===== config.mk =====
export PLATFORM = sky130hd
export DESIGN_NAME = mains_sync_timing
export DESIGN_NICKNAME = d
export VERILOG_FILES = /design/src/mains_sync_pkg.sv /design/src/fsk_synth.sv /design/src/mains_sync_timing.sv
export SDC_FILE = /design/constraint.sdc
export NUM_CORES = 1
export LEC_CHECK = 0
export BUFFER_PORTS_ARGS = -buffer_cell sky130_fd_sc_hd__clkbuf_2
export CORE_MARGIN = 4
export CORE_UTILIZATION = 55
export DETAILED_ROUTE_END_ITERATION = 10
export PLACE_DENSITY = 0.72
export SETUP_SLACK_MARGIN = 0.1
export SLEW_MARGIN = 20
export SYNTH_ARGS = -nofsm -noshare
export SYNTH_HDL_FRONTEND = slang
export SYNTH_SLANG_ARGS = --single-unit

===== constraint.sdc =====
create_clock -name clock -period 19.4 [get_ports clock]
set_input_delay 3.88 -clock clock [delete_from_list [all_inputs] [get_ports clock]]
set_output_delay 3.88 -clock clock [all_outputs]
set_load 0.03 [all_outputs]

===== src/mains_sync_pkg.sv =====
// constants shared by the mains-synchronised timing core and its synthesiser
// assumes a single base clock; all times are converted to cycles here
package mains_sync_pkg;

    // base clock and derived rates, in kHz
    localparam int BASE_CLK_KHZ = 40000;
    localparam int TX_CLK_DIV = 4;
    localparam int TX_CLK_KHZ = BASE_CLK_KHZ / TX_CLK_DIV;
    localparam int DDS_CLK_KHZ = 3000;
    localparam int DDS_FRAC_W = 14;

    // falling-edge de-bounce, least time, rounded up
    localparam int DEBOUNCE_TIME_US = 500;
    localparam int DEBOUNCE_CYCLES =
        (DEBOUNCE_TIME_US * BASE_CLK_KHZ + 999) / 1000;

    // phase advance granularity
    localparam int ADV_STEP_US = 13;
    localparam int ADV_STEP_CYCLES = (ADV_STEP_US * BASE_CLK_KHZ) / 1000;

    // mains period bookkeeping
    localparam int PERIOD_W = 20;
    localparam int MAINS_50_HZ = 50;
    localparam int MAINS_60_HZ = 60;
    localparam int PERIOD_50 = BASE_CLK_KHZ * 1000 / MAINS_50_HZ;
    localparam int PERIOD_60 = BASE_CLK_KHZ * 1000 / MAINS_60_HZ;
    localparam int WINDOW_SHIFT = 3;
    localparam int FILTER_SHIFT = 2;

    // symbol clocks per mains period: 8 per bit, 6/12/24/48 bits
    localparam logic [8:0] CHIPS_BASE = 9'h030;
    localparam int CHIPS_PER_BIT = 8;

    // frame counter
    localparam int FRAME_W = 12;
    localparam logic [11:0] FRAME_LAST = 12'hb3f;
    localparam logic [11:0] EARLY_FRAME_VALUE = 12'hb38;
    localparam logic [5:0] EARLY_BYTE_PHASE = 6'h38;

    // register indices on the memory-mapped port
    localparam logic [2:0] REG_CONFIG = 3'h0;
    localparam logic [2:0] REG_ADVANCE = 3'h1;
    localparam logic [2:0] REG_TX_DATA = 3'h2;
    localparam logic [2:0] REG_MARK = 3'h3;
    localparam logic [2:0] REG_SPACE = 3'h4;
    localparam logic [2:0] REG_CONTROL = 3'h5;
    localparam logic [2:0] REG_STATUS = 3'h6;

    // field positions and reset values
    localparam int CFG_MAINS_60 = 0;
    localparam int CFG_RATE_LO = 1;
    localparam int CFG_SYNC_OFF = 7;
    localparam int CTRL_TRANSMIT = 0;
    localparam logic [7:0] CONFIG_RESET = 8'h00;
    localparam logic [7:0] ADVANCE_RESET = 8'h00;
    localparam logic [15:0] STEP_RESET = 16'h0000;

    // synthesiser
    localparam int PHASE_W = 18;
    localparam int SAMPLE_W = 12;

    // one quarter of a sine, 16 points, amplitude 2047
    function automatic logic [10:0] quarter_sine(input logic [3:0] idx);
        case (idx)
            4'h0: quarter_sine = 11'h000;
            4'h1: quarter_sine = 11'h0c9;
            4'h2: quarter_sine = 11'h18f;
            4'h3: quarter_sine = 11'h252;
            4'h4: quarter_sine = 11'h30f;
            4'h5: quarter_sine = 11'h3c5;
            4'h6: quarter_sine = 11'h471;
            4'h7: quarter_sine = 11'h513;
            4'h8: quarter_sine = 11'h5a7;
            4'h9: quarter_sine = 11'h62e;
            4'ha: quarter_sine = 11'h6a6;
            4'hb: quarter_sine = 11'h70d;
            4'hc: quarter_sine = 11'h763;
            4'hd: quarter_sine = 11'h7a7;
            4'he: quarter_sine = 11'h7d8;
            default: quarter_sine = 11'h7f5;
        endcase
    endfunction : quarter_sine

endpackage : mains_sync_pkg


===== src/fsk_synth.sv =====
// two-tone phase-continuous sine synthesiser
// assumes dds_tick is a one-cycle pulse at the synthesiser rate
module fsk_synth
(
    // clock and reset
    input wire logic clock,
    input wire logic rst,
    // control
    input wire logic dds_tick,
    input wire logic tx_active,
    input wire logic bit_value,
    input wire logic [15:0] mark_step,
    input wire logic [15:0] space_step,
    // output
    output logic signed [11:0] sample,
    output logic running
);
    logic [mains_sync_pkg::PHASE_W-1:0] phase;
    logic [mains_sync_pkg::PHASE_W:0] phase_sum;
    logic wrap;
    logic [10:0] mag;
    logic [3:0] sidx;

    // mark for a one, space for a zero
    assign phase_sum = {1'b0, phase} +
        {3'h0, (bit_value ? mark_step : space_step)};
    assign wrap = phase_sum[mains_sync_pkg::PHASE_W];

    // start from zero, never reset on a tone change, finish period on rx
    always_ff @(posedge clock or posedge rst)
    begin
        if (rst)
        begin
            running <= 1'b0;
            phase <= '0;
        end
        else if (!running)
        begin
            running <= tx_active;
            phase <= '0;
        end
        else if (dds_tick)
        begin
            if (!tx_active && wrap)
            begin
                running <= 1'b0;
                phase <= '0;
            end
            else
                phase <= phase_sum[mains_sync_pkg::PHASE_W-1:0];
        end
    end

    assign sidx = phase[16] ? ~phase[15:12] : phase[15:12];
    assign mag = mains_sync_pkg::quarter_sine(sidx);

    always_ff @(posedge clock or posedge rst)
    begin
        if (rst)
            sample <= '0;
        else if (!running)
            sample <= '0;
        else
            sample <= phase[17] ? -$signed({1'b0, mag}) : $signed({1'b0, mag});
    end

    a_start_zero: assert property (@(posedge clock) disable iff (rst)
        !running && tx_active |=> running && phase == '0)
        else $error("synth did not start at zero phase");
    a_rx_finish: assert property (@(posedge clock) disable iff (rst)
        running && !tx_active && !(dds_tick && wrap) |=> running)
        else $error("synth stopped mid period");
    a_rx_silent: assert property (@(posedge clock) disable iff (rst)
        !running ##1 !running |-> sample == '0)
        else $error("synth output not silent in receive");

endmodule : fsk_synth


===== src/mains_sync_timing.sv =====
// mains-locked symbol clock, frame timing strobes and fsk transmit core
// assumes mains_sense_pin is already synchronous to clock; the processor
// writes and reads registers over the plain memory-mapped port below
// Operation
// - falling comparator edges de-bounced 0.5 to 1 ms, rising edges pass
// - loop makes the symbol clock at eight times the bit rate
// - config bit 0 picks 50 or 60 Hz and loop filter window
// - config bits 2:1 pick 6, 12, 24 or 48 bits per period
// - only rising comparator edges steer the loop
// - without crossings the period estimate freezes and the clock runs on
// - with zero advance the symbol clock lines up with rising edges
// - advance register moves symbol clock earlier by value times 13 us
// - frame counter kept across receive and transmit switching
// - bit strobe at counter multiples of 8, 0 to 2872
// - byte strobe at counter multiples of 64, 0 to 2816
// - frame strobe only at counter zero
// - early byte strobe eight symbol clocks before each byte strobe
// - early frame strobe eight symbol clocks before the frame strobe
// - lead window from early frame to frame, on sync pin if bit7 clear
// - transmit select high means transmit, low means receive
// - modulator inactive in receive mode
// - space tone for a zero, mark tone for a one, 16-bit steps
// - tone equals step times 3 MHz over two to the eighteenth
// - accumulator starts at zero; tone changes keep phase continuous
// - on switching to receive the current sine period completes
// - everything runs from the base clock; tx clock is base over four
module mains_sync_timing
#(
    parameter int DEBOUNCE_CYCLES = mains_sync_pkg::DEBOUNCE_CYCLES
)
(
    // clock and reset
    input wire logic clock,
    input wire logic rst,
    // mains sense and sync pins
    input wire logic mains_sense_pin,
    output logic sync_output_pin,
    // memory-mapped register port
    input wire logic reg_write,
    input wire logic [2:0] reg_addr,
    input wire logic [15:0] reg_wdata,
    output logic [15:0] reg_rdata,
    // timing strobes
    output logic chip_tick,
    output logic bit_strobe,
    output logic byte_strobe,
    output logic frame_strobe,
    output logic early_byte_strobe,
    output logic early_frame_strobe,
    output logic frame_lead_window,
    // transmit side
    output logic transmit_select,
    output logic signed [11:0] tx_sample,
    output logic tx_running
);
    localparam int PW = mains_sync_pkg::PERIOD_W;
    localparam int FW = mains_sync_pkg::FRAME_W;

    logic [7:0] mains_sync_config;
    logic [7:0] zero_cross_phase_advance;
    logic [7:0] tx_bit_data;
    logic [15:0] mark_freq_step;
    logic [15:0] space_freq_step;

    logic sense_filt;
    logic [PW-1:0] deb_cnt;
    logic zc_rise;
    logic [PW-1:0] since_edge;
    logic [PW-1:0] period_est;
    logic [PW-1:0] phase_cnt;
    logic [PW-1:0] nco_acc;
    logic [PW:0] nco_sum;
    logic [8:0] chips;
    logic [PW-1:0] adv_cycles;
    logic [PW-1:0] nominal;
    logic resync;
    logic [FW-1:0] frame_cnt;
    logic [FW-1:0] next_frame;
    logic [1:0] tx_div;
    logic tx_tick;
    logic [mains_sync_pkg::DDS_FRAC_W-1:0] dds_frac;
    logic dds_tick;
    logic tx_bit;
    logic cfg_write;

    assign cfg_write = reg_write && reg_addr == mains_sync_pkg::REG_CONFIG;

    // register writes
    always_ff @(posedge clock or posedge rst)
    begin
        if (rst)
        begin
            mains_sync_config <= mains_sync_pkg::CONFIG_RESET;
            zero_cross_phase_advance <= mains_sync_pkg::ADVANCE_RESET;
            tx_bit_data <= '0;
            mark_freq_step <= mains_sync_pkg::STEP_RESET;
            space_freq_step <= mains_sync_pkg::STEP_RESET;
            transmit_select <= 1'b0;
        end
        else if (reg_write)
        begin
            case (reg_addr)
                mains_sync_pkg::REG_CONFIG:
                    mains_sync_config <= reg_wdata[7:0];
                mains_sync_pkg::REG_ADVANCE:
                    zero_cross_phase_advance <= reg_wdata[7:0];
                mains_sync_pkg::REG_TX_DATA:
                    tx_bit_data <= reg_wdata[7:0];
                mains_sync_pkg::REG_MARK:
                    mark_freq_step <= reg_wdata;
                mains_sync_pkg::REG_SPACE:
                    space_freq_step <= reg_wdata;
                mains_sync_pkg::REG_CONTROL:
                    transmit_select <=
                        reg_wdata[mains_sync_pkg::CTRL_TRANSMIT];
                default:
                    transmit_select <= transmit_select;
            endcase
        end
    end

    // register reads, one cycle after the address
    always_ff @(posedge clock or posedge rst)
    begin
        if (rst)
            reg_rdata <= '0;
        else
        begin
            case (reg_addr)
                mains_sync_pkg::REG_CONFIG:
                    reg_rdata <= {8'h00, mains_sync_config};
                mains_sync_pkg::REG_ADVANCE:
                    reg_rdata <= {8'h00, zero_cross_phase_advance};
                mains_sync_pkg::REG_TX_DATA:
                    reg_rdata <= {8'h00, tx_bit_data};
                mains_sync_pkg::REG_MARK:
                    reg_rdata <= mark_freq_step;
                mains_sync_pkg::REG_SPACE:
                    reg_rdata <= space_freq_step;
                mains_sync_pkg::REG_CONTROL:
                    reg_rdata <= {15'h0000, transmit_select};
                mains_sync_pkg::REG_STATUS:
                    reg_rdata <= {tx_running, 3'h0, frame_cnt};
                default:
                    reg_rdata <= '0;
            endcase
        end
    end

    // rising edge passes at once; low must hold for the de-bounce time
    always_ff @(posedge clock or posedge rst)
    begin
        if (rst)
        begin
            sense_filt <= 1'b0;
            deb_cnt <= '0;
        end
        else if (mains_sense_pin)
        begin
            sense_filt <= 1'b1;
            deb_cnt <= '0;
        end
        else if (sense_filt)
        begin
            if (deb_cnt == PW'(DEBOUNCE_CYCLES - 1))
            begin
                sense_filt <= 1'b0;
                deb_cnt <= '0;
            end
            else
                deb_cnt <= deb_cnt + 1'b1;
        end
    end

    assign zc_rise = mains_sense_pin && !sense_filt;

    // nominal period and acceptance window follow the mains selection
    assign nominal = mains_sync_config[mains_sync_pkg::CFG_MAINS_60] ?
        PW'(mains_sync_pkg::PERIOD_60) : PW'(mains_sync_pkg::PERIOD_50);
    assign chips = mains_sync_pkg::CHIPS_BASE <<
        mains_sync_config[mains_sync_pkg::CFG_RATE_LO +: 2];
    assign adv_cycles = PW'(zero_cross_phase_advance *
        mains_sync_pkg::ADV_STEP_CYCLES);

    // period measure and filter; a jittery edge only moves the estimate by
    // a quarter of its error, which is what smooths the symbol clock
    always_ff @(posedge clock or posedge rst)
    begin
        if (rst)
        begin
            since_edge <= '0;
            period_est <= PW'(mains_sync_pkg::PERIOD_50);
        end
        else
        begin
            if (zc_rise)
                since_edge <= '0;
            else if (since_edge != '1)
                since_edge <= since_edge + 1'b1;
            if (cfg_write)
                period_est <= reg_wdata[mains_sync_pkg::CFG_MAINS_60] ?
                    PW'(mains_sync_pkg::PERIOD_60) :
                    PW'(mains_sync_pkg::PERIOD_50);
            else if (zc_rise &&
                since_edge > nominal - (nominal >> mains_sync_pkg::WINDOW_SHIFT) &&
                since_edge < nominal + (nominal >> mains_sync_pkg::WINDOW_SHIFT))
                period_est <= PW'($signed({1'b0, period_est}) +
                    ($signed({1'b0, since_edge} - {1'b0, period_est}) >>>
                    mains_sync_pkg::FILTER_SHIFT));
        end
    end

    // flywheel: restarts on a real edge, else wraps on the estimate
    always_ff @(posedge clock or posedge rst)
    begin
        if (rst)
            phase_cnt <= '0;
        else if (zc_rise)
            phase_cnt <= '0;
        else if (phase_cnt >= period_est - 1'b1)
            phase_cnt <= '0;
        else
            phase_cnt <= phase_cnt + 1'b1;
    end

    // alignment point sits adv_cycles ahead of the expected edge
    assign resync = (zero_cross_phase_advance == '0) ?
        (zc_rise || (phase_cnt >= period_est - 1'b1)) :
        (phase_cnt == period_est - adv_cycles);
    assign nco_sum = {1'b0, nco_acc} + {{(PW-8){1'b0}}, chips};

    // fractional divider: chips ticks per estimated period
    always_ff @(posedge clock or posedge rst)
    begin
        if (rst)
        begin
            nco_acc <= '0;
            chip_tick <= 1'b0;
        end
        else if (resync)
        begin
            nco_acc <= '0;
            chip_tick <= 1'b1;
        end
        else if (nco_sum >= {1'b0, period_est})
        begin
            nco_acc <= PW'(nco_sum - {1'b0, period_est});
            chip_tick <= 1'b1;
        end
        else
        begin
            nco_acc <= nco_sum[PW-1:0];
            chip_tick <= 1'b0;
        end
    end

    // frame counter is never touched by the transmit select
    assign next_frame = (frame_cnt == mains_sync_pkg::FRAME_LAST) ?
        '0 : frame_cnt + 1'b1;

    always_ff @(posedge clock or posedge rst)
    begin
        if (rst)
            frame_cnt <= '0;
        else if (chip_tick)
            frame_cnt <= next_frame;
    end

    // strobes are one cycle, on the tick that enters the value
    always_ff @(posedge clock or posedge rst)
    begin
        if (rst)
        begin
            bit_strobe <= 1'b0;
            byte_strobe <= 1'b0;
            frame_strobe <= 1'b0;
            early_byte_strobe <= 1'b0;
            early_frame_strobe <= 1'b0;
        end
        else
        begin
            bit_strobe <= chip_tick && next_frame[2:0] == '0;
            byte_strobe <= chip_tick && next_frame[5:0] == '0;
            frame_strobe <= chip_tick && next_frame == '0;
            early_byte_strobe <= chip_tick &&
                next_frame[5:0] == mains_sync_pkg::EARLY_BYTE_PHASE;
            early_frame_strobe <= chip_tick &&
                next_frame == mains_sync_pkg::EARLY_FRAME_VALUE;
        end
    end

    always_ff @(posedge clock or posedge rst)
    begin
        if (rst)
            frame_lead_window <= 1'b0;
        else if (frame_strobe)
            frame_lead_window <= 1'b0;
        else if (early_frame_strobe)
            frame_lead_window <= 1'b1;
    end

    assign sync_output_pin = frame_lead_window &&
        !mains_sync_config[mains_sync_pkg::CFG_SYNC_OFF];

    // tx clock is base over four; synthesiser tick is a fractional
    // divide of it so the step rate stays at 3 MHz while the tx clock is from 3 MHz up to 2^14 kHz
    always_ff @(posedge clock or posedge rst)
    begin
        if (rst)
        begin
            tx_div <= '0;
            dds_frac <= '0;
            dds_tick <= 1'b0;
        end
        else
        begin
            tx_div <= tx_div + 1'b1;
            if (tx_tick && {1'b0, dds_frac} +
                (mains_sync_pkg::DDS_FRAC_W+1)'(mains_sync_pkg::DDS_CLK_KHZ) >=
                (mains_sync_pkg::DDS_FRAC_W+1)'(mains_sync_pkg::TX_CLK_KHZ))
            begin
                dds_frac <= mains_sync_pkg::DDS_FRAC_W'(dds_frac +
                    mains_sync_pkg::DDS_CLK_KHZ - mains_sync_pkg::TX_CLK_KHZ);
                dds_tick <= 1'b1;
            end
            else
            begin
                if (tx_tick)
                    dds_frac <= mains_sync_pkg::DDS_FRAC_W'(dds_frac +
                        mains_sync_pkg::DDS_CLK_KHZ);
                dds_tick <= 1'b0;
            end
        end
    end

    assign tx_tick = tx_div == 2'(mains_sync_pkg::TX_CLK_DIV - 1);

    // bits go out msb first, one per bit strobe
    always_ff @(posedge clock or posedge rst)
    begin
        if (rst)
            tx_bit <= 1'b0;
        else if (chip_tick && next_frame[2:0] == '0)
            tx_bit <= tx_bit_data[3'h7 - next_frame[5:3]];
    end

    fsk_synth synth
    (
        .clock(clock),
        .rst(rst),
        .dds_tick(dds_tick),
        .tx_active(transmit_select),
        .bit_value(tx_bit),
        .mark_step(mark_freq_step),
        .space_step(space_freq_step),
        .sample(tx_sample),
        .running(tx_running)
    );

    a_rise_passes: assert property (@(posedge clock) disable iff (rst)
        mains_sense_pin && !sense_filt |=> sense_filt)
        else $error("rising edge was delayed");
    a_fall_debounced: assert property (@(posedge clock) disable iff (rst)
        $fell(sense_filt) |-> $past(deb_cnt) == PW'(DEBOUNCE_CYCLES - 1))
        else $error("falling edge passed before de-bounce time");
    a_zero_adv_align: assert property (@(posedge clock) disable iff (rst)
        zc_rise && zero_cross_phase_advance == '0 |=> chip_tick)
        else $error("symbol clock not aligned to rising edge");
    a_frame_wrap: assert property (@(posedge clock) disable iff (rst)
        chip_tick && frame_cnt == mains_sync_pkg::FRAME_LAST
        |=> frame_cnt == '0 && frame_strobe)
        else $error("frame counter did not wrap into a frame strobe");
    a_bit_place: assert property (@(posedge clock) disable iff (rst)
        bit_strobe |-> frame_cnt[2:0] == '0)
        else $error("bit strobe off an 8 boundary");
    a_byte_place: assert property (@(posedge clock) disable iff (rst)
        byte_strobe |-> bit_strobe && frame_cnt[5:0] == '0)
        else $error("byte strobe off a 64 boundary");
    a_early_frame: assert property (@(posedge clock) disable iff (rst)
        early_frame_strobe |-> frame_cnt == mains_sync_pkg::EARLY_FRAME_VALUE
        && early_byte_strobe)
        else $error("early frame strobe at wrong count");
    a_lead_window: assert property (@(posedge clock) disable iff (rst)
        $rose(frame_lead_window) |-> $past(early_frame_strobe))
        else $error("lead window opened without early frame strobe");
    a_freeze: assert property (@(posedge clock) disable iff (rst)
        !zc_rise && !cfg_write |=> $stable(period_est))
        else $error("period estimate moved without an edge");

endmodule : mains_sync_timing


==> Word-level counts from Yosys, hierarchy flattened <==
Memories as Yosys holds them, arrays and structs flattened.
Index checks and enable logic that the tools add are counted.
{ "word_totals": {"register_bits": 242, "mem_bits_ro": 176, "input_bits": 23, "out_inout_bits": 38, "word_cells": 141, "n_memories": 1} }
{ "op_classes": {"addsub": 19, "multipliers": 1, "magnitude_cmp": 6, "n_eq_ne": 14, "shift": 1, "mux": 38, "bitwise_logic": 1, "reduce_logical": 32} }
{ "mem_list": {"columns": ["name", "depth", "width", "rd", "rd_clocked_by_memory_dff", "wr", "line", "rtl"], "rows": [
  ["(no name shown)", 16, 11, 1, 0, 0, "mains_sync_pkg.sv:64", "case (idx)"]
]} }
{ "op_table": {"columns": ["op", "n"], "rows": [
  ["2-to-1 mux 20 bit", 11],
  ["case mux 16 bit (7 select lines)", 1],
  ["adder 20 x 1 -> 20 bit (second input constant)", 3],
  ["2-to-1 mux 18 bit", 3],
  ["2-to-1 mux 19 bit", 2],
  ["2-to-1 mux 12 bit", 3],
  ["2-to-1 mux 14 bit", 2],
  ["equality test 12 bit (second input constant)", 2],
  ["adder 20 x 9 -> 21 bit", 1],
  ["greater-or-equal comparator 21 x 20 -> 1 bit", 1],
  ["subtractor 20 x 20 -> 21 bit", 1],
  ["adder 20 x 17 -> 20 bit", 1],
  ["adder 20 x 19 -> 20 bit", 1],
  ["equality test 20 x 15 -> 1 bit (second input constant)", 1],
  ["equality test 20 bit", 1],
  ["greater-or-equal comparator 20 bit", 1],
  ["> comparator 20 bit", 1],
  ["< comparator 20 bit", 1],
  ["inequality test 20 bit (second input constant)", 1],
  ["subtractor 20 x 1 -> 20 bit (second input constant)", 1],
  ["subtractor 20 x 17 -> 20 bit", 1],
  ["subtractor 20 x 18 -> 20 bit", 1],
  ["subtractor 20 bit", 1],
  ["adder 18 x 16 -> 19 bit", 1],
  ["31 further kinds", 69]
]} }

==> Logic depth before layout (Yosys ltp) <==
Gate-level depths: netlist (run 1).
{ "logic_depth": {"depth_word": 7, "mapped_depth": 21, "depth_no_buf": 19} }

==> By module <==
A second synthesis (run 1) with hierarchy kept.
{ "unflattened": {"cells_unflattened": 2024, "area_unflattened_um2": 18216.2} }
{ "by_module_without_submodules": {"columns": ["module", "n_inst", "cells_per_inst", "area_each_um2", "seq_area_each_um2"], "rows": [
  ["mains_sync_timing", 1, 1676, 15145.8, 5212.5],
  ["fsk_synth", 1, 348, 3070.4, 775.7]
]} }

==> Worst setup path after synthesis (run 1) <==
No wires, ideal clock.
{ "synth_path": {"kind": "in2reg", "from": "in reg_addr[1]", "to": "reg space_freq_step[0]", "setup_ns": 0.125, "arrival_ns": 5.521, "required_time_ns": 19.275, "slack_ns": 13.754, "stages": 6, "n_path_buf": 3, "cell_sequence": "clkbuf_1 > nor2_1 > and3_1 > clkbuf_1 > buf_1 > mux2_2"} }
{ "synth_via": {"elab_chain_cells": 2} }
{ "synth_rtl": {"columns": ["element", "line", "rtl"], "rows": [
  ["start, declared", "mains_sync_timing.sv:40", "input wire logic [2:0] reg_addr,"],
  ["equality test 3 bit", "mains_sync_timing.sv:102", "case (reg_addr)"],
  ["AND reduction 2 bit (no line)", null, null],
  ["end signal, assigned", "mains_sync_timing.sv:97", "space_freq_step <= mains_sync_pkg::STEP_RESET;"],
  ["end signal, assigned", "mains_sync_timing.sv:112", "space_freq_step <= reg_wdata;"],
  ["end, declared", "mains_sync_timing.sv:63", "logic [15:0] space_freq_step;"]
]} }
No other way between the ends.
A chain may end at the register's enable or synchronous reset.

==> Worst setup path in the final report (run 1) <==
{ "layout_path": {"from": "in mains_sense_pin", "to": "reg nco_acc[17]"} }
{ "layout_via": {"elab_chain_cells": 4} }
{ "layout_rtl": {"columns": ["element", "line", "rtl"], "rows": [
  ["start, declared", "mains_sync_timing.sv:36", "input wire logic mains_sense_pin,"],
  ["logical AND 1 bit", "mains_sync_timing.sv:175", "assign zc_rise = mains_sense_pin && !sense_filt;"],
  ["logical OR 1 bit", "mains_sync_timing.sv:228", "(zc_rise || (phase_cnt >= period_est - 1'b1)) :"],
  ["2-to-1 mux 1 bit", "mains_sync_timing.sv:227", "assign resync = (zero_cross_phase_advance == '0) ?"],
  ["2-to-1 mux 20 bit", "mains_sync_timing.sv:240", "else if (resync)"],
  ["end signal, assigned", "mains_sync_timing.sv:247", "nco_acc <= PW'(nco_sum - {1'b0, period_est});"],
  ["end signal, assigned", "mains_sync_timing.sv:252", "nco_acc <= nco_sum[PW-1:0];"],
  ["end, declared", "mains_sync_timing.sv:71", "logic [PW-1:0] nco_acc;"]
]} }
No other way between the ends.

==> results.py, run 1 <==
metrics = {
    "drt": {
        "drt-wirelength-per-cell_um": 18.29,
        "viasPerCell": 6.059,
        "route.detailed.drc": 0,
        "number_of_nets_with_antenna_violations_after_detailed_routing": 0,
        "routed_wl_um": 45130,
        "drt_pre_antenna_iters": 7,
        "num_vias": 14950,
        "drt-initial-drc-count": 1018,
    },
    "global_routing": {
        "grt_pass1_wl_um": 74310,
        "grt_max_degree": 99,
        "vias_in_the_first_global_route": 14660,
        "grt_usage_pct": 24.97,
        "grt_overflow": 0,
        "initial_antenna_violation_count": 1,
    },
    "power_and_ir_drop": {
        "power.ir.vdd_worst_uv": 96.18,
        "power.density_cell_area_nw_per_um2": 146.3,
        "total_power_w": 0.002857,
        "power_leakage_nw": 8.672,
    },
    "placed_design": {
        "place.gp.congestion": 0.9134,
        "io_buffer_count": 60,
        "dp.final_hpwl_um": 33670,
    },
    "setup_path": {
        "critical_path.cell_chain": "clkbuf_2 > nor2b_2 > a2111oi_0 > o221ai_1 > buf_4 > a32o_1 > o21ba_2",
        "worst-r2r-cell-count": 20,
        "endpoint_kind": "flip-flop",
        "cp-startpoint": "mains_sense_pin",
        "timing.critical_path.from_type": "primary input",
        "worst_path_largest_cell_delay_ps": 830,
        "cp_top_family": "compound AO/OA/AOI/OAI gates",
        "worst-path-max-fanout": 22,
        "worst_r2r_endpoint": "nco_acc[18]",
        "critPathBufInv": 2,
        "setup.reg_to_reg.worst_slack_ps": 14080,
        "worst_path_max_delay_cell": "sky130_fd_sc_hd__nor2b_2",
        "crit_end": "nco_acc[17]",
        "worstPathArrival_ps": 6550,
        "critical_path_cell_count": 7,
        "worst_ep_required_time_ps": 19820,
        "worst-setup-path-type": "in -> reg",
        "timing.rr.start": "mains_sync_config[2]",
    },
    "synthesis": {
        "synth-seq-area-share_pct": 33.19,
        "synth.cells.most_frequent": "sky130_fd_sc_hd__dfrtp_1 (233), sky130_fd_sc_hd__nor2_1 (190), sky130_fd_sc_hd__ha_1 (150), sky130_fd_sc_hd__nand2_1 (132), sky130_fd_sc_hd__a21oi_1 (117)",
        "synth_enable_flop_cells": 0,
        "largest_family_of_logic_cells_by_synthesized_area": "compound AO/OA/AOI/OAI gates",
        "synth_seq_cells": 239,
        "syn-mean-instance-area_um2": 9.098,
        "post_synth_num_cell_types": 91,
        "synth_largest_type_area_fraction_pct": 32.32,
        "synth_compound_area_share_pct": 17.85,
        "ys_top_cells_by_area": "sky130_fd_sc_hd__dfrtp_1 (32%), sky130_fd_sc_hd__ha_1 (10%), sky130_fd_sc_hd__xnor2_1 (5.6%)",
        "post_synth_and_or_nand_nor_area_fraction_pct": 17.82,
        "synth.yosys.warnings": 0,
        "post-synth-top-count-cell": "sky130_fd_sc_hd__dfrtp_1",
        "yosys-mux-area-fraction_pct": 7.261,
        "synthesis.instances": 1983,
        "synth_flop_cell": "sky130_fd_sc_hd__dfrtp_1",
        "mappedNetlistArea_um2": 18040,
        "synth_area_leader_cell": "sky130_fd_sc_hd__dfrtp_1",
        "synthArstFlopShare_pct": 100.0,
        "nets_in_the_synthesized_netlist": 2162,
        "post_synth_xor_area_fraction_pct": 9.550,
        "yosys.area_share.adder_pct": 11.07,
    },
    "sta": {
        "hold_viol": 0,
        "timing.final.crit_share_pct": 31.59,
        "achievable_frequency_ghz": 0.1631,
        "worstMarginPinSlew_ps": 1051,
        "grt_setup_unrepaired": "no",
        "tns_ps": 0,
        "finalSetupViolCount": 0,
        "finClkSkew_ps": 22.33,
        "worst_slew_margin_rel_pct": 29.39,
        "slew_violations": 0,
        "minimum_period_implied_by_the_final_worst_setup_slack_ps": 6129,
    },
    "final_layout": {
        "num_antenna_cells": 0,
        "layout_net_count": 2184,
        "area_delta_synth_final_pct": 8.232,
        "layout_cell_share_with_drive_strength_beyond_1_pct": 11.60,
    },
    "flow_run": {
        "cap_viol_max_count": 0,
    },
    "floorplanning": {
        "start_util_pct": 55.59,
        "die_area_um2": 35760,
        "core-area_um2": 32450,
        "rows": 66,
        "fp.dieH_um": 189.1,
        "io-pin-count": 61,
        "die_x_um": 189.1,
    },
    "clocking": {
        "buffers_inserted_during_post_cts_setup_optimization": 0,
        "cts.path.max_buffers": 3,
        "cts_buffers": 27,
        "cts.htree.levels": 1,
        "cts.hold.buffers_added": 0,
        "worst_skew_pair.late_latency_ps": 540,
        "clock_tree_from_tritoncts": "built",
        "clkSlewWorstSetupHoldPaths_ps": 60,
        "clk_root_buf": "sky130_fd_sc_hd__clkbuf_16",
        "cts.sinks": 239,
        "cts.repair.resized": 0,
    },
    "worst_hold_path": {
        "timing.hold.worst.class": "reg -> reg",
    },
    "outcome": {
        "outcome": "complete, no violations",
    },
}
flip-flops by register name, summed over array words and instances, names as in the netlist, 2 cells and up:
name,cells
phase_cnt,20
frame_cnt,12
dds_frac,11
nco_acc,20
since_edge,20
reg_rdata,16
mains_sync_config,8
deb_cnt,20
space_freq_step,16
tx_bit_data,8
period_est,20
synth.phase,18
mark_freq_step,16
zero_cross_phase_advance,8
tx_div,2
synth.sample,12
power breakdown:
part	switching (W)	total (W)	internal, W
sequential	0.000116	0.000722	0.000606
clock	0.000212	0.000497	0.000284
combinational	0.000921	0.00164	0.000717
metrics by stage:
stage	hold slack (ps)	instance area, um2	util (%)	setup slack, ps	cells
2_1_floorplan	400.6	18040	-	8970	1983
3_3_place_gp	407.2	18660	57.49	12770	2418
3_5_place_dp	411.5	18660	57.49	12700	2418
4_1_cts	421.6	19520	60.15	13270	2467
5_1_grt	447.5	19530	60.17	13070	2467
6_report	417.6	19530	60.17	13270	2467
layout by cell type, fill, tap and decap left out, types with 9 or more instances in the layout:
cell,count
sky130_fd_sc_hd__nor2_1,189
sky130_fd_sc_hd__nor3_1,41
sky130_fd_sc_hd__ha_1,150
sky130_fd_sc_hd__o21bai_1,11
sky130_fd_sc_hd__o21a_1,17
sky130_fd_sc_hd__nor4_1,10
sky130_fd_sc_hd__nand2_1,132
sky130_fd_sc_hd__or4_1,10
sky130_fd_sc_hd__clkbuf_2,60
sky130_fd_sc_hd__o21ai_0,101
sky130_fd_sc_hd__nand4_1,31
sky130_fd_sc_hd__a21oi_1,117
sky130_fd_sc_hd__inv_1,71
sky130_fd_sc_hd__xnor2_1,116
sky130_fd_sc_hd__and3_1,45
sky130_fd_sc_hd__a31oi_1,11
sky130_fd_sc_hd__a21o_1,40
sky130_fd_sc_hd__mux2_2,68
sky130_fd_sc_hd__xor2_1,77
sky130_fd_sc_hd__and2_1,15
sky130_fd_sc_hd__o31ai_1,13
sky130_fd_sc_hd__a22o_1,18
sky130_fd_sc_hd__o21ai_1,12
sky130_fd_sc_hd__a21boi_0,9
sky130_fd_sc_hd__nand2b_1,26
sky130_fd_sc_hd__clkbuf_16,27
sky130_fd_sc_hd__nand3_1,67
sky130_fd_sc_hd__mux2i_1,42
sky130_fd_sc_hd__a211oi_1,17
sky130_fd_sc_hd__dfrtp_1,233
sky130_fd_sc_hd__o211ai_1,14
sky130_fd_sc_hd__nor2b_1,31
worst reg2reg max path, stage by stage (launching register included):
cell                       delay [ps]
sky130_fd_sc_hd__dfrtp_1          450
sky130_fd_sc_hd__inv_1            130
sky130_fd_sc_hd__ha_1             210
sky130_fd_sc_hd__ha_1             220
sky130_fd_sc_hd__fa_1             420
sky130_fd_sc_hd__a21o_1           180
sky130_fd_sc_hd__a21oi_1          220
sky130_fd_sc_hd__nor2b_1          120
sky130_fd_sc_hd__o21ba_2          250
sky130_fd_sc_hd__and3_1           180
sky130_fd_sc_hd__xor2_1           170
sky130_fd_sc_hd__ha_1             430
sky130_fd_sc_hd__nand3_1          210
sky130_fd_sc_hd__nor2_1           220
sky130_fd_sc_hd__a32oi_1          120
sky130_fd_sc_hd__a21boi_0         210
sky130_fd_sc_hd__a311oi_1          90
sky130_fd_sc_hd__o211ai_2         660
sky130_fd_sc_hd__buf_4            360
sky130_fd_sc_hd__o21ai_0          190
sky130_fd_sc_hd__a21oi_1          180
cells by family after synthesis:
group / Yosys count
multiplexers: 116
adder cells (fa/ha/maj): 156
AND/OR/NAND/NOR: 648
buffers and inverters: 147
flip-flops: 239
AO/OA/AOI/OAI: 482
XOR/XNOR: 195
worst min path at each step:
stage | from | end | slack, ps | cells after the start
after floorplan | tx_div[0] | tx_div[0] | 400 | 1
after global placement | frame_strobe | frame_lead_window | 410 | 1
after detailed placement | frame_strobe | frame_lead_window | 410 | 1
after CTS | frame_strobe | frame_lead_window | 420 | 1
after global routing | frame_strobe | frame_lead_window | 450 | 1
final | frame_strobe | frame_lead_window | 420 | 1
layer usage:
| layer | wire [um] | up-vias | global-route usage (%) |
|---|---|---|---|
| li1 | - | 7252 | - |
| met1 | 20110 | 7237 | 34.39 |
| met2 | 21250 | 363 | 41.30 |
| met3 | 2131 | 93 | 2.950 |
| met4 | 1630 | 2 | 8.296 |
| met5 | 11 | - | 0 |
layout make-up:
type,count,area [um2]
fillers,2804,12930
multi-input cells,1597,11490
flip-flops and latches,239,5988
clock buffers,34,742.0
well taps,442,553.0
repair buffers,66,349.1
inverters,74,285.3
clock inverters,15,120.1
(Power assumes the default switching activity.)
==> run 2: changes to the inputs <==
Clock period 19.4 ns to 6.3 ns, I/O delays scaled along.
==> run 2 against run 1 <==
Compared with the run above: cell area increased by 0.35%; largest cell class unchanged; sequential cell count stayed put; die area did not move; combinational power rose to 3.2 times the previous value; clock-buffer cell count grew 7; sequential power increased to 3.1 times the previous value; total power grew to 3.2 times the previous value; global-route usage up 0.50 points; critical path depth is 11 higher; hold slack improved by 11 ps; final cell count about the same; sequential share of layout area fell by 0.11 points.
==> results.py, run 2 (same netlist as run 1, synthesis figures left out) <==
metrics = {
    "final_layout": {
        "layout_net_count": 2186,
        "layout_cell_share_with_drive_strength_beyond_1_pct": 11.35,
        "area_delta_synth_final_pct": 8.613,
        "most_common_cell_after_layout_fill_and_taps_aside": "sky130_fd_sc_hd__dfrtp_1",
        "fin_cells": 2468,
        "fillers": 2804,
        "num_antenna_cells": 0,
        "multiInputGateArea_um2": 11490,
        "most-common-layout-cells": "sky130_fd_sc_hd__dfrtp_1 (233), sky130_fd_sc_hd__nor2_1 (189), sky130_fd_sc_hd__ha_1 (150), sky130_fd_sc_hd__nand2_1 (132), sky130_fd_sc_hd__a21oi_1 (117)",
        "seq_area_um2": 5988,
    },
    "clocking": {
        "clkSlewWorstSetupHoldPaths_ps": 60,
        "cts_buffers": 28,
        "cts.path.max_buffers": 3,
        "cts.htree.levels": 1,
        "cts.sinks": 239,
        "buffers_inserted_during_post_cts_setup_optimization": 0,
        "worst_skew_pair.late_latency_ps": 560,
        "clock_tree_from_tritoncts": "built",
        "clk_root_buf": "sky130_fd_sc_hd__clkbuf_16",
        "cts.repair.resized": 0,
        "cts.hold.buffers_added": 0,
    },
    "floorplanning": {
        "core-area_um2": 32450,
        "start_util_pct": 55.59,
        "io-pin-count": 61,
        "fp.dieH_um": 189.1,
        "die_x_um": 189.1,
        "die_area_um2": 35760,
        "rows": 66,
    },
    "global_routing": {
        "grt_max_degree": 178,
        "grt_usage_pct": 25.47,
        "grt_pass1_wl_um": 76070,
        "vias_in_the_first_global_route": 14890,
        "initial_antenna_violation_count": 0,
        "grt_overflow": 0,
    },
    "setup_path": {
        "critical_path.cell_chain": "inv_1 > ha_1 > a2111oi_0 > nand3_1 > a21oi_1 > nor3_1 > or3_1 > o31a_1 > xor2_1 > ha_1 > a21oi_1 > o21ai_0 > nand2_1 > o2111ai_1 > a31o_2 > a21oi_1 > mux2_2 > mux2_1",
        "critPathMostFrequentCell": "sky130_fd_sc_hd__a21oi_1",
        "cp_top_family": "compound AO/OA/AOI/OAI gates",
        "worst-path-max-fanout": 5,
        "worstPathArrival_ps": 5300,
        "worst_path_largest_cell_delay_ps": 460,
        "timing.critical_path.from_type": "flip-flop",
        "worst_ep_required_time_ps": 6780,
        "endpoint_kind": "flip-flop",
        "worst_path_max_delay_cell": "sky130_fd_sc_hd__a2111oi_0",
        "critPathBufInv": 1,
        "worst-setup-path-type": "reg -> reg",
    },
    "outcome": {
        "outcome": "complete, no violations",
    },
    "sta": {
        "worstMarginPinSlew_ps": 1055,
        "finalSetupViolCount": 0,
        "minimum_period_implied_by_the_final_worst_setup_slack_ps": 4827,
        "finalHoldWorstSlack_ps": 428.9,
        "hold_viol": 0,
        "grt_setup_unrepaired": "no",
        "slew_violations": 0,
        "finClkSkew_ps": 19.59,
        "worst_slew_margin_rel_pct": 29.13,
        "achievable_frequency_ghz": 0.2072,
        "tns_ps": 0,
        "timing.final.crit_share_pct": 76.62,
        "postLayoutSetupSlackWorst_ps": 1473,
    },
    "drt": {
        "viasPerCell": 6.111,
        "drt-wirelength-per-cell_um": 18.68,
        "num_vias": 15080,
        "drt_pre_antenna_iters": 5,
        "routed_wl_um": 46100,
        "number_of_nets_with_antenna_violations_after_detailed_routing": 0,
        "route.detailed.drc": 0,
        "drt-initial-drc-count": 975,
    },
    "power_and_ir_drop": {
        "sw_frac_of_total_pct": 44.05,
        "internal_power_w": 0.005039,
        "power.density_cell_area_nw_per_um2": 459.7,
        "netSwitchingPower_w": 0.003968,
        "seq_power_share_pct": 24.7,
        "comb_power_share_pct": 57.4,
        "power.ir.vdd_worst_uv": 252.5,
        "clock_network_fraction_of_design_power_pct": 17.9,
        "power_leakage_nw": 8.711,
        "total_power_w": 0.009007,
    },
    "placed_design": {
        "post-place-cells": 2419,
        "dp_worst_setup_slack_ps": 1566,
        "dp.final_hpwl_um": 34260,
        "io_buffer_count": 60,
        "place.gp.congestion": 0.9525,
    },
    "worst_hold_path": {
        "timing.hold.worst.class": "reg -> reg",
    },
    "flow_run": {
        "cap_viol_max_count": 0,
    },
}
[run 2: power by group through the flow]
stage	Sequential [W]	Clock, W	Combinational [W]
after floorplan	0.00220	0	0.00398
after global placement	0.00223	0	0.00495
after detailed placement	0.00224	0	0.00508
after CTS	0.00222	0.00165	0.00511
after global routing	0.00227	0.00172	0.00570
final	0.00223	0.00161	0.00517
[run 2: metal layers]
| metal | share of wire (%) | up-vias | track usage, % | routed length [um] |
|---|---|---|---|---|
| li1 | - | 7251 | - | - |
| met1 | 44 | 7348 | 34.34 | 20260 |
| met2 | 48 | 410 | 43.30 | 22180 |
| met3 | 5.4 | 73 | 3.669 | 2499 |
| met4 | 2.5 | 0 | 6.811 | 1161 |
| met5 | 0 | - | 0 | 0 |
[run 2: layout make-up]
| class | count | area share [%] |
|---|---|---|
| timing repair buffer | 67 | 1.865 |
| clock inverter | 8 | 0.5874 |
| sequential | 239 | 30.56 |
| clock buffer | 41 | 4.080 |
| multi-input combinational | 1597 | 58.65 |
| inverter | 74 | 1.437 |
| tap | 442 | 2.822 |
[run 2: worst paths after layout]
check | startpoint | depth (start not counted) | to | slack [ps]
worst max-delay path | period_est[9] | 18 | period_est[19] | 1470
worst min-delay path | frame_strobe | 1 | frame_lead_window | 430
worst max register to register | period_est[9] | 18 | period_est[19] | 1470
worst min register to register | frame_strobe | 1 | frame_lead_window | 430
max in group asynchronous | rst | 3 | deb_cnt[18] | 4210
min in group asynchronous | rst | 2 | reg_rdata[5] | 740
[run 2: per-stage QoR]
step | utilization (%) | cell area, um2
CTS | 60.38 | 19600
global placement | 57.55 | 18680
floorplan | - | 18040
finish | 60.38 | 19600
detailed placement | 57.56 | 18680
global route | 60.38 | 19600
